==> config.mk <==
export PLATFORM = sky130hd
export DESIGN_NAME = pic_ctrl
export DESIGN_NICKNAME = d
export VERILOG_FILES = /design/src/pic_pkg.sv /design/src/pic_ctrl.sv /design/src/pic_arbiter.sv /design/src/pic_sync.sv
export SDC_FILE = /design/constraint.sdc
export NUM_CORES = 1
export LEC_CHECK = 0
export ABC_AREA = 0
export BUFFER_PORTS_ARGS = -buffer_cell sky130_fd_sc_hd__buf_2
export CORE_UTILIZATION = 54
export CTS_BUF_LIST = sky130_fd_sc_hd__clkbuf_4 sky130_fd_sc_hd__clkbuf_8
export CTS_CLUSTER_SIZE = 8
export DETAILED_ROUTE_END_ITERATION = 10
export GPL_ROUTABILITY_DRIVEN = 0
export PLACE_DENSITY = 0.86
export SLEW_MARGIN = 5
export SYNTH_ARGS = -nofsm -noshare
export SYNTH_HDL_FRONTEND = slang
export SYNTH_HIERARCHICAL = 1
export SYNTH_SLANG_ARGS = --single-unit
==> constraint.sdc <==
create_clock -name i_sys_clk -period 11.2 [get_ports i_sys_clk]
set_input_delay 1.12 -clock i_sys_clk [delete_from_list [all_inputs] [get_ports i_sys_clk]]
set_output_delay 1.12 -clock i_sys_clk [all_outputs]
set_load 0.03 [all_outputs]
==> src/pic_pkg.sv <==
// How it works
// - seven request sources are gathered: two external inputs, two timer overflows, two pwm units and the converter.
// - bit 7 of the enable register, when clear, blocks every source whatever its own enable holds.
// - each source has its own enable bit, converter at bit 6 down to external input 0 at bit 0.
// - with the global enable set, each source is gated only by its own enable bit.
// - a source's level is its priority high bit over its priority low bit, 00 lowest to 11 highest.
// - a routine in service is preempted only by a request of strictly higher level.
// - a routine at level 3 is never preempted.
// - of simultaneous requests of different levels, the higher level is granted.
// - among equal levels, external input 0 wins, then timer 0, external input 1, timer 1, pwm 0, pwm 1, converter.
// - vectors are 0003h, 000bh, 0013h, 001bh, 0023h, 002bh and 0033h in polling order.
// - the enable register resets to zero and each of its bits can be written on its own.
// - the converter done flag is set by hardware, requests an interrupt and is cleared only by software.
package pic_pkg;
    localparam int          PIC_NSRC      = 7;
    localparam int          PIC_NLVL      = 4;
    localparam int          PIC_GLOBAL_EN = 7;
    localparam int          PIC_SRC_ADC   = 6;
    localparam logic [7:0]  PIC_EN_RST    = 8'h00;
    localparam logic [7:0]  PIC_ZERO8     = 8'h00;
    // register indices; a priority offset is not word aligned, so every register
    // sits as one whole word at four times its index on the bus
    localparam logic [11:0] PIC_I_IEN     = 12'h0a8;
    localparam logic [11:0] PIC_I_PRIO_LO = 12'h0b8;
    localparam logic [11:0] PIC_I_PRIO_HI = 12'h0b7;
    localparam logic [11:0] PIC_I_BITOP   = 12'h100;
    localparam logic [11:0] PIC_I_SERVICE = 12'h104;
    localparam logic [11:0] PIC_I_ACK     = 12'h108;
    localparam logic [11:0] PIC_I_STATUS  = 12'h10c;
    localparam logic [11:0] PIC_I_MASK    = 12'h110;
    localparam logic [11:0] PIC_I_ADCFLAG = 12'h114;
    // byte addresses on the bus
    localparam logic [11:0] PIC_A_IEN     = PIC_I_IEN << 2;
    localparam logic [11:0] PIC_A_PRIO_LO = PIC_I_PRIO_LO << 2;
    localparam logic [11:0] PIC_A_PRIO_HI = PIC_I_PRIO_HI << 2;
    localparam logic [11:0] PIC_A_BITOP   = PIC_I_BITOP << 2;
    localparam logic [11:0] PIC_A_SERVICE = PIC_I_SERVICE << 2;
    localparam logic [11:0] PIC_A_ACK     = PIC_I_ACK << 2;
    localparam logic [11:0] PIC_A_STATUS  = PIC_I_STATUS << 2;
    localparam logic [11:0] PIC_A_MASK    = PIC_I_MASK << 2;
    localparam logic [11:0] PIC_A_ADCFLAG = PIC_I_ADCFLAG << 2;
    localparam logic [1:0]  PIC_HTRANS_NS = 2'b10;
    localparam logic [2:0]  PIC_HSIZE_W   = 3'b010;
    localparam logic [15:0] PIC_VEC_BASE  = 16'h0003;
    localparam logic [15:0] PIC_VEC_STEP  = 16'h0008;

    typedef struct packed {
        logic       valid;
        logic [2:0] src;
        logic [1:0] level;
        logic [15:0] vector;
    } pic_grant_t;

    typedef struct packed {
        logic        sel;
        logic        write;
        logic [11:0] addr;
    } pic_bus_req_t;
endpackage : pic_pkg

==> src/pic_ctrl.sv <==
// The AHB-Lite register port was decided locally.
`timescale 1ns/10ps
module pic_ctrl (
    input  wire logic        i_sys_clk,
    input  wire logic        i_reset,
    // ahb-lite slave
    input  wire logic        i_hsel,
    input  wire logic [31:0] i_haddr,
    input  wire logic [1:0]  i_htrans,
    input  wire logic        i_hwrite,
    input  wire logic [2:0]  i_hsize,
    input  wire logic [31:0] i_hwdata,
    input  wire logic        i_hready,
    output logic      [31:0] o_hrdata,
    output logic             o_hreadyout,
    output logic             o_hresp,
    // request sources
    input  wire logic        i_ext_irq_in_zero,
    input  wire logic        i_ext_irq_in_one,
    input  wire logic        i_timer0_overflow_flag,
    input  wire logic        i_timer1_overflow_flag,
    input  wire logic        i_pwm_unit_zero,
    input  wire logic        i_pwm_unit_one,
    input  wire logic        i_conversion_done,
    // core side
    output logic             o_core_irq,
    output logic [15:0]      o_core_vector,
    output logic [2:0]       o_core_src,
    input  wire logic        i_core_take,
    input  wire logic        i_core_reti,
    output logic             o_irq
);
    import pic_pkg::*;

    logic [7:0]  irq_enable_reg_r;
    logic [6:0]  priority_low_bit_r;
    logic [6:0]  priority_high_bit_r;
    logic [3:0]  in_service_r;
    logic        conversion_done_flag_r;
    logic [6:0]  status_r;
    logic [6:0]  mask_r;
    logic [1:0]  ext_sync;
    logic [6:0]  raw_req;
    logic [6:0]  gated_req;
    logic [6:0]  req_prev_r;
    pic_grant_t  grant;
    pic_bus_req_t dph_r;
    logic        wr_en;
    logic        rd_status;
    logic        global_irq_enable;

    // external pins cross into the clock domain first
    pic_sync #(.W(2)) u_sync (
        .i_sys_clk (i_sys_clk),
        .i_reset   (i_reset),
        .i_async   ({i_ext_irq_in_one, i_ext_irq_in_zero}),
        .o_sync    (ext_sync)
    );

    assign raw_req = {conversion_done_flag_r, i_pwm_unit_one, i_pwm_unit_zero,
                      i_timer1_overflow_flag, ext_sync[1], i_timer0_overflow_flag,
                      ext_sync[0]};
    assign global_irq_enable = irq_enable_reg_r[PIC_GLOBAL_EN];
    assign gated_req = global_irq_enable ? (raw_req & irq_enable_reg_r[6:0])
                                         : 7'h00;

    pic_arbiter #(.NSRC(PIC_NSRC)) u_arb (
        .i_req     (gated_req),
        .i_prio_hi (priority_high_bit_r),
        .i_prio_lo (priority_low_bit_r),
        .o_grant   (grant)
    );

    // true when lvl is above every level currently in service, or none is
    function automatic logic above_service(input logic [3:0] ins, input logic [1:0] lvl);
        logic ok;
        ok = 1'b1;
        for (int l = 0; l < PIC_NLVL; l++) begin
            if (ins[l] && (l >= int'(lvl))) begin
                ok = 1'b0;
            end
        end
        return ok;
    endfunction : above_service

    always_comb begin
        o_core_irq = grant.valid && above_service(in_service_r, grant.level);
    end

    always_ff @(posedge i_sys_clk) begin
        if (i_reset) begin
            o_core_vector <= 16'h0000;
            o_core_src    <= 3'h0;
        end else begin
            o_core_vector <= grant.vector;
            o_core_src    <= grant.src;
        end
    end

    // one bit per level in service, cleared top down by return
    always_ff @(posedge i_sys_clk) begin
        if (i_reset) begin
            in_service_r <= 4'h0;
        end else if (i_core_take && o_core_irq) begin
            in_service_r[grant.level] <= 1'b1;
        end else if (i_core_reti) begin
            for (int l = PIC_NLVL - 1; l >= 0; l--) begin
                if (in_service_r[l] && (in_service_r >> (l + 1)) == 4'h0) begin
                    in_service_r[l] <= 1'b0;
                end
            end
        end
    end

    // ahb address phase captured for the data phase
    always_ff @(posedge i_sys_clk) begin
        if (i_reset) begin
            dph_r <= '0;
        end else if (i_hready) begin
            dph_r.sel   <= i_hsel && (i_htrans == PIC_HTRANS_NS);
            dph_r.write <= i_hwrite;
            dph_r.addr  <= i_haddr[11:0];
        end
    end

    assign wr_en     = dph_r.sel && dph_r.write;
    assign rd_status = dph_r.sel && !dph_r.write && (dph_r.addr == PIC_A_STATUS);
    assign o_hreadyout = 1'b1;
    assign o_hresp     = 1'b0;

    always_comb begin
        o_hrdata = 32'h0;
        if (dph_r.sel && !dph_r.write) begin
            if (dph_r.addr == PIC_A_IEN) begin
                o_hrdata[7:0] = irq_enable_reg_r;
            end else if (dph_r.addr == PIC_A_PRIO_LO) begin
                o_hrdata[6:0] = priority_low_bit_r;
            end else if (dph_r.addr == PIC_A_PRIO_HI) begin
                o_hrdata[6:0] = priority_high_bit_r;
            end else if (dph_r.addr == PIC_A_SERVICE) begin
                o_hrdata[3:0] = in_service_r;
            end else if (dph_r.addr == PIC_A_STATUS) begin
                o_hrdata[6:0] = status_r;
            end else if (dph_r.addr == PIC_A_MASK) begin
                o_hrdata[6:0] = mask_r;
            end else if (dph_r.addr == PIC_A_ADCFLAG) begin
                o_hrdata[0] = conversion_done_flag_r;
            end
        end
    end

    // bit op word: [2:0] bit index, [3] value; touches one enable bit only
    always_ff @(posedge i_sys_clk) begin
        if (i_reset) begin
            irq_enable_reg_r <= PIC_EN_RST;
        end else if (wr_en && dph_r.addr == PIC_A_IEN) begin
            irq_enable_reg_r <= i_hwdata[7:0];
        end else if (wr_en && dph_r.addr == PIC_A_BITOP) begin
            irq_enable_reg_r[i_hwdata[2:0]] <= i_hwdata[3];
        end
    end

    always_ff @(posedge i_sys_clk) begin
        if (i_reset) begin
            priority_low_bit_r  <= 7'h00;
            priority_high_bit_r <= 7'h00;
        end else if (wr_en && dph_r.addr == PIC_A_PRIO_LO) begin
            priority_low_bit_r  <= i_hwdata[6:0];
        end else if (wr_en && dph_r.addr == PIC_A_PRIO_HI) begin
            priority_high_bit_r <= i_hwdata[6:0];
        end
    end

    // done flag: hardware set wins over a software clear in the same cycle
    always_ff @(posedge i_sys_clk) begin
        if (i_reset) begin
            conversion_done_flag_r <= 1'b0;
        end else if (i_conversion_done) begin
            conversion_done_flag_r <= 1'b1;
        end else if (wr_en && dph_r.addr == PIC_A_ADCFLAG && !i_hwdata[0]) begin
            conversion_done_flag_r <= 1'b0;
        end
    end

    // sticky event status: rising edge of each raw request
    always_ff @(posedge i_sys_clk) begin
        if (i_reset) begin
            req_prev_r <= 7'h00;
            status_r   <= 7'h00;
            mask_r     <= 7'h00;
        end else begin
            req_prev_r <= raw_req;
            status_r   <= (rd_status ? 7'h00 : status_r) | (raw_req & ~req_prev_r);
            if (wr_en && dph_r.addr == PIC_A_MASK) begin
                mask_r <= i_hwdata[6:0];
            end
        end
    end

    assign o_irq = |(status_r & mask_r);

    done_wins_a: assert property (@(posedge i_sys_clk) disable iff (i_reset)
        i_conversion_done |=> conversion_done_flag_r) else $error("done flag lost");
    global_off_a: assert property (@(posedge i_sys_clk) disable iff (i_reset)
        !global_irq_enable |-> !o_core_irq) else $error("irq while global off");
    own_enable_a: assert property (@(posedge i_sys_clk) disable iff (i_reset)
        o_core_irq |-> irq_enable_reg_r[grant.src] && raw_req[grant.src]) else $error("bad src");
    top_level_a: assert property (@(posedge i_sys_clk) disable iff (i_reset)
        in_service_r[3] |-> !o_core_irq) else $error("level 3 preempted");
    no_equal_a: assert property (@(posedge i_sys_clk) disable iff (i_reset)
        o_core_irq |-> !in_service_r[grant.level]) else $error("same level preempt");
    vec_map_a: assert property (@(posedge i_sys_clk) disable iff (i_reset)
        grant.valid |=> o_core_vector == PIC_VEC_BASE + 16'(o_core_src) * PIC_VEC_STEP)
        else $error("vector wrong");
    src_pick_a: assert property (@(posedge i_sys_clk) disable iff (i_reset)
        grant.valid && gated_req[0] && grant.level == {priority_high_bit_r[0], priority_low_bit_r[0]}
        |-> grant.src == 3'h0) else $error("polling order");
    hi_wins_a: assert property (@(posedge i_sys_clk) disable iff (i_reset)
        grant.valid && gated_req[6] |-> grant.level >= {priority_high_bit_r[6], priority_low_bit_r[6]})
        else $error("lower level won");
    en_reset_a: assert property (@(posedge i_sys_clk)
        $past(i_reset) |-> irq_enable_reg_r == 8'h00) else $error("enable not reset");
    stat_read_a: assert property (@(posedge i_sys_clk) disable iff (i_reset)
        rd_status && (raw_req & ~req_prev_r) == 7'h00 |=> status_r == 7'h00)
        else $error("status not cleared");
endmodule : pic_ctrl

==> src/pic_arbiter.sv <==
`timescale 1ns/10ps
module pic_arbiter #(
    parameter int NSRC = 7
) (
    input  wire logic [NSRC-1:0]   i_req,
    input  wire logic [NSRC-1:0]   i_prio_hi,
    input  wire logic [NSRC-1:0]   i_prio_lo,
    output pic_pkg::pic_grant_t    o_grant
);
    import pic_pkg::*;
    always_comb begin
        logic [1:0] best;
        best    = 2'b00;
        o_grant = '0;
        // walk from the converter down so the lowest index wins ties
        for (int i = NSRC - 1; i >= 0; i--) begin
            if (i_req[i] && (!o_grant.valid || {i_prio_hi[i], i_prio_lo[i]} >= best)) begin
                best           = {i_prio_hi[i], i_prio_lo[i]};
                o_grant.valid  = 1'b1;
                o_grant.src    = 3'(i);
                o_grant.level  = best;
                o_grant.vector = PIC_VEC_BASE + 16'(i) * PIC_VEC_STEP;
            end
        end
    end
endmodule : pic_arbiter

==> src/pic_sync.sv <==
`timescale 1ns/10ps
module pic_sync #(
    parameter int W = 2
) (
    input  wire logic         i_sys_clk,
    input  wire logic         i_reset,
    input  wire logic [W-1:0] i_async,
    output logic      [W-1:0] o_sync
);
    logic [W-1:0] meta_r;
    always_ff @(posedge i_sys_clk) begin
        if (i_reset) begin
            meta_r <= '0;
            o_sync <= '0;
        end else begin
            meta_r <= i_async;
            o_sync <= meta_r;
        end
    end
endmodule : pic_sync

### Word level (Yosys, flattened, before mapping)

Cells that the tools add are included.
W data, S select, Z words.

* flip-flop bits (word level): 85
* input port bits: 83
* output and inout port bits: 55
* logic and storage cells: 156

* magnitude comparators: 13
* eq/ne operators: 9
* multiplexer cells: 44
* bitwise logic cells: 7
* reduce and logical (&&, ||, !) cells: 59

Operator list (count)
* $mux W22: 7
* $eq A12 B11 Y1 const B: 5
* $mux W7: 6
* $eq A12 B10 Y1 const B: 3
* $logic_and A1 B1 Y1: 27
* $mux W8: 3
* $and A7 B7 Y7: 3
* $mux W1: 14
* $reduce_or A7 Y1: 2
* $ge A2 B2 Y1: 6
* $logic_not A4 Y1: 3
* $mux W2: 6
* $mux W4: 3
* $reduce_bool A2 Y1: 6
* $bwmux W8: 1
* $logic_not A1 Y1: 8
* $reduce_and A2 Y1: 4
* $not A7 Y7: 1
* $or A7 B7 Y7: 1
* $logic_or A1 B1 Y1: 6
* $mux W6: 1
* $reduce_or A5 Y1: 1
* $ge A1 B2 Y1 const A: 2
* $lt A3 B4 Y1 const B: 1
* other kinds (12): 12

### Longest topological paths before layout

* word-level depth: 37
* gate-level depth with buffers: 41
* gate-level depth less buffers: 41

### Hierarchy

Netlist, hierarchy kept.

Modules (own cells, without submodules)
* pic_ctrl: times used 1, cells an instance 405, area each 3711.1 sq um, seq. area each 1621.6 sq um
* pic_arbiter: times used 1, cells an instance 101, area each 732.0 sq um, seq. area each 0.0 sq um
* pic_sync: times used 1, cells an instance 8, area each 105.1 sq um, seq. area each 80.1 sq um

### Least setup slack after synthesis

OpenSTA, ideal clock, no wires.

* kind: input to output
* start point: input port i_pwm_unit_one
* end point: output port o_core_irq
* data arrival time: 8428 ps
* data required time: 10080 ps
* slack: 1652 ps
* stages on the path: 35
* path buffers: 0
* cells stage by stage: and3_1 > and2_1 > a22o_1 > a21o_1 > ha_1 > nand2b_1 > a211o_1 > a221oi_1 > nor2_1 > ha_1 > nor2b_1 > o221ai_1 > o31ai_1 > ha_1 > nand2b_1 > a21o_1 > o21ai_0 > mux2i_1 > inv_1 > ha_1 > nand2b_1 > a21oi_1 > a21boi_4 > nand2_1 > o21ai_1 > ha_1 > or2b_2 > a21oi_1 > o21ai_2 > and2_4 > or2_2 > o21bai_1 > nand2_1 > a211o_1 > nor2_1

RTL lines
* from (decl): RTL line pic_ctrl.sv:23 `input wire logic i_pwm_unit_one,`
* to (decl): RTL line pic_ctrl.sv:26 `output logic o_core_irq,`

==> impl_metrics.yaml <==
grt:
  busiest_layer: "met2"
  use_met1_pct: 29.2
  grt_overflow: 0
  grt_util_met2_pct: 39.8
  grt_max_degree: 75
  grt_pass1_wl_mm: 16.5
  grt_pass1_vias: 3502
  antenna_found_initial: 0
  grt_use_met3_pct: 6.31
  grt_usage_pct: 24.5
floorplanning:
  rows: 33
  ios: 138
  fp.coreArea_mm2: 0.00818
  fp.dieH_um: 93.8
  start_util_pct: 55.6
  die_area_mm2: 0.00879
  die_x_um: 93.8
sta:
  drv_slew: 0
  tightest_slew_ns: 0.785
  relSlewSlack_pct: 47.6
  rsz0062_at_grt: "no"
  setup-tns-final_ns: 0
  fmax_mhz: 94.8
  fin_crit_sh_pct: 94.2
  setup-violations-final: 0
  skew_ns: 0.0113
  hold_viol_final: 0
  min_period_ns: 10.55
run:
  max_cap_viol_count: 0
synth:
  synth_cells: 514
  synth-seq-cells: 85
  syn_area_mm2: 0.00455
  yosysTopAreaCellShare_pct: 37.4
  yosys-top-cells-area: "dfxtp_1 37%, mux2i_1 9.7%, buf_4 6.9%"
  synth_top_area_cell: "dfxtp_1"
  synth_warnings: 6
  async_reset_ff_share_pct: 0
  synth_area_per_cell_um2: 8.85
  synth.distinct_cells: 64
  ys_seq_area_share_pct: 37.4
  synth-edff-count: 0
  synthFlopType: "dfxtp_1"
finish:
  final_common_cell: "dfxtp_1"
  fillCellCount: 730
  multiInputGateArea_mm2: 0.00248
  regArea_mm2: 0.00170
  syn_to_final_growth_pct: 8.89
  final_util_pct: 60.6
  final_cell_mix: "85 x dfxtp_1, 64 x buf_2, 52 x nor2_1, 44 x mux2i_1, 38 x nor2b_1"
  drive_gt1_share_pct: 17.5
  antenna_cells: 0
  layout.nets: 656
critical_path:
  slowest_stage: "dfxtp_1"
  crit_path_start_kind: "flip-flop"
  worst_path_most_repeated_cell: "ha_1"
  timing.critical_path.slowest_cell_delay_ns: 0.51
  critical_path_peak_fanout: 9
  crit_required_ns: 10.08
  crit_arrival_ns: 9.43
  setup.worst_path.class: "reg -> out"
  endpoint_kind: "output pin"
cts:
  cts_max_level: 3
  cts_tree: "done"
  clkSinkCount: 85
  clk_latency_ns: 0.37
  post-cts-setup-buffer-count: 0
  ctsHoldBuffers: 0
  clk_pin_slew_ns: 0.10
  clockRootBuffer: "clkbuf_8"
  clockBufferDepth: 2
  numCtsBuffers: 9
placement:
  hpwl_mm: 7.45
  io_buffers: 64
drt:
  first_pass_iters: 5
  wl_mm: 10.1
  num_vias: 3814
  drt-initial-drc-count: 237
  routedWlPerCell_um: 15.1
  via_per_inst: 5.68
  antenna_left: 0
  drc: 0
power:
  cellLeakagePower_nw: 2.21
  clkPwrFrac_pct: 38.2
  p_seq_share_pct: 52.7
  vdd_drop_max_v: 0.0000826
  p_comb_share_pct: 9.1
  p_sw_uw: 169
  powerDensity_mw_per_mm2: 123
  power.internal_uw: 438
  switching_share_pct: 27.9
hold_path:
  holdCritPathClass: "reg -> reg"
run_status:
  status: "finished, final reports clean"
layout make-up:
class	instances	share of cell area [%]
inverter	27	2.05
clock inverter	7	1.77
clock buffer	9	2.50
sequential	85	34.4
tap	105	2.65
multi-input combinational	373	50.1
timing repair buffer	65	6.62
synthesized netlist by cell type, drive strengths merged (2+ instances only):
cell / instances
a222oi: 3
nor2: 52
o21ai: 20
a211o: 2
mux2: 2
conb: 3
nand3: 5
a21o: 3
a22o: 11
or4: 2
a221oi: 4
o31ai: 2
nand4: 4
clkbuf: 19
and2: 4
a32oi: 5
dfxtp: 85
nor2b: 38
and4b: 2
nor3b: 3
or4b: 2
ha: 12
nand2: 18
a211oi: 2
nor4b: 2
buf: 44
o21a: 3
and3b: 2
or2: 2
nand2b: 15
nand4b: 4
nor3: 6
or3: 5
a22oi: 6
a21oi: 18
nor4: 4
o2bb2ai: 4
inv: 27
mux2i: 44
and3: 10
registers in the layout (all words and copies together) (netlist names), 7 cells and up:
register / count
priority_low_bit_r: 7
req_prev_r: 7
status_r: 7
irq_enable_reg_r: 8
dph_r: 14
mask_r: 7
o_core_vector: 16
priority_high_bit_r: 7
worst paths after layout:
path                                     from                           end  slack [ns]  cells past startpoint
max          irq_enable_reg_r[7]$_SDFFE_PP0P_                    o_core_irq        0.65                     38
min               u_sync/meta_r[0]$_SDFF_PP0_   u_sync/o_sync[0]$_SDFF_PP0_        0.46                      1
max reg2reg  irq_enable_reg_r[7]$_SDFFE_PP0P_  in_service_r[2]$_SDFFE_PP0P_        1.37                     39
min reg2reg       u_sync/meta_r[0]$_SDFF_PP0_   u_sync/o_sync[0]$_SDFF_PP0_        0.46                      1
worst max-delay path, delay by kind of cell, from the launching register on:
kind / cells / cell delay, ns
AOI/OAI and AO/OA: 15 / 3.84
and+or+nand+nor: 14 / 2.38
adders and majority gates: 6 / 1.67
DFF: 1 / 0.51
muxes: 1 / 0.38
buffers and inverters: 2 / 0.28
logic make-up after synthesis:
family / share of synthesized area [%]
AND/OR/NAND/NOR: 23.2
flip-flops: 37.4
multiplexers: 10.2
buffers and inverters: 10.9
AO/OA/AOI/OAI: 14.8
adder cells (fa/ha/maj): 3.30
other: 0.248
metal layers:
layer	up-vias	routed length, µm
li1	1826	-
met1	1768	4100
met2	189	4910
met3	31	852
met4	0	285
met5	-	0
power by group through the flow:
stage,Clock (mW),Sequential (mW),Combinational (mW)
after floorplan,0,0.327,0.0472
after global placement,0,0.326,0.0535
after detailed placement,0,0.327,0.0547
after CTS,0.238,0.320,0.0549
after global routing,0.252,0.321,0.0602
final,0.232,0.320,0.0554
repair_timing:
action | in CTS | in global routing
endpoints found under the hold margin | 0 | 0
setup endpoints to repair | 0 | 1
resized for setup | 0 | 1
through the flow:
| stage | cell area, µm² | total power, mW | worst slack, ns | hold slack [ns] | instances |
|---|---|---|---|---|---|
| finish | 4950 | 0.607 | 0.649 | 0.455 | 671 |
| global route | 4950 | 0.633 | 0.116 | 0.464 | 671 |
| CTS | 4950 | 0.613 | 0.608 | 0.459 | 671 |
| detailed placement | 4740 | 0.381 | 0.766 | 0.431 | 655 |
| global placement | 4740 | 0.380 | 1.13 | 0.417 | 655 |
| floorplan | 4680 | 0.374 | 1.65 | 0.414 | 548 |
Note: power is estimated with default switching activity, not from simulation.
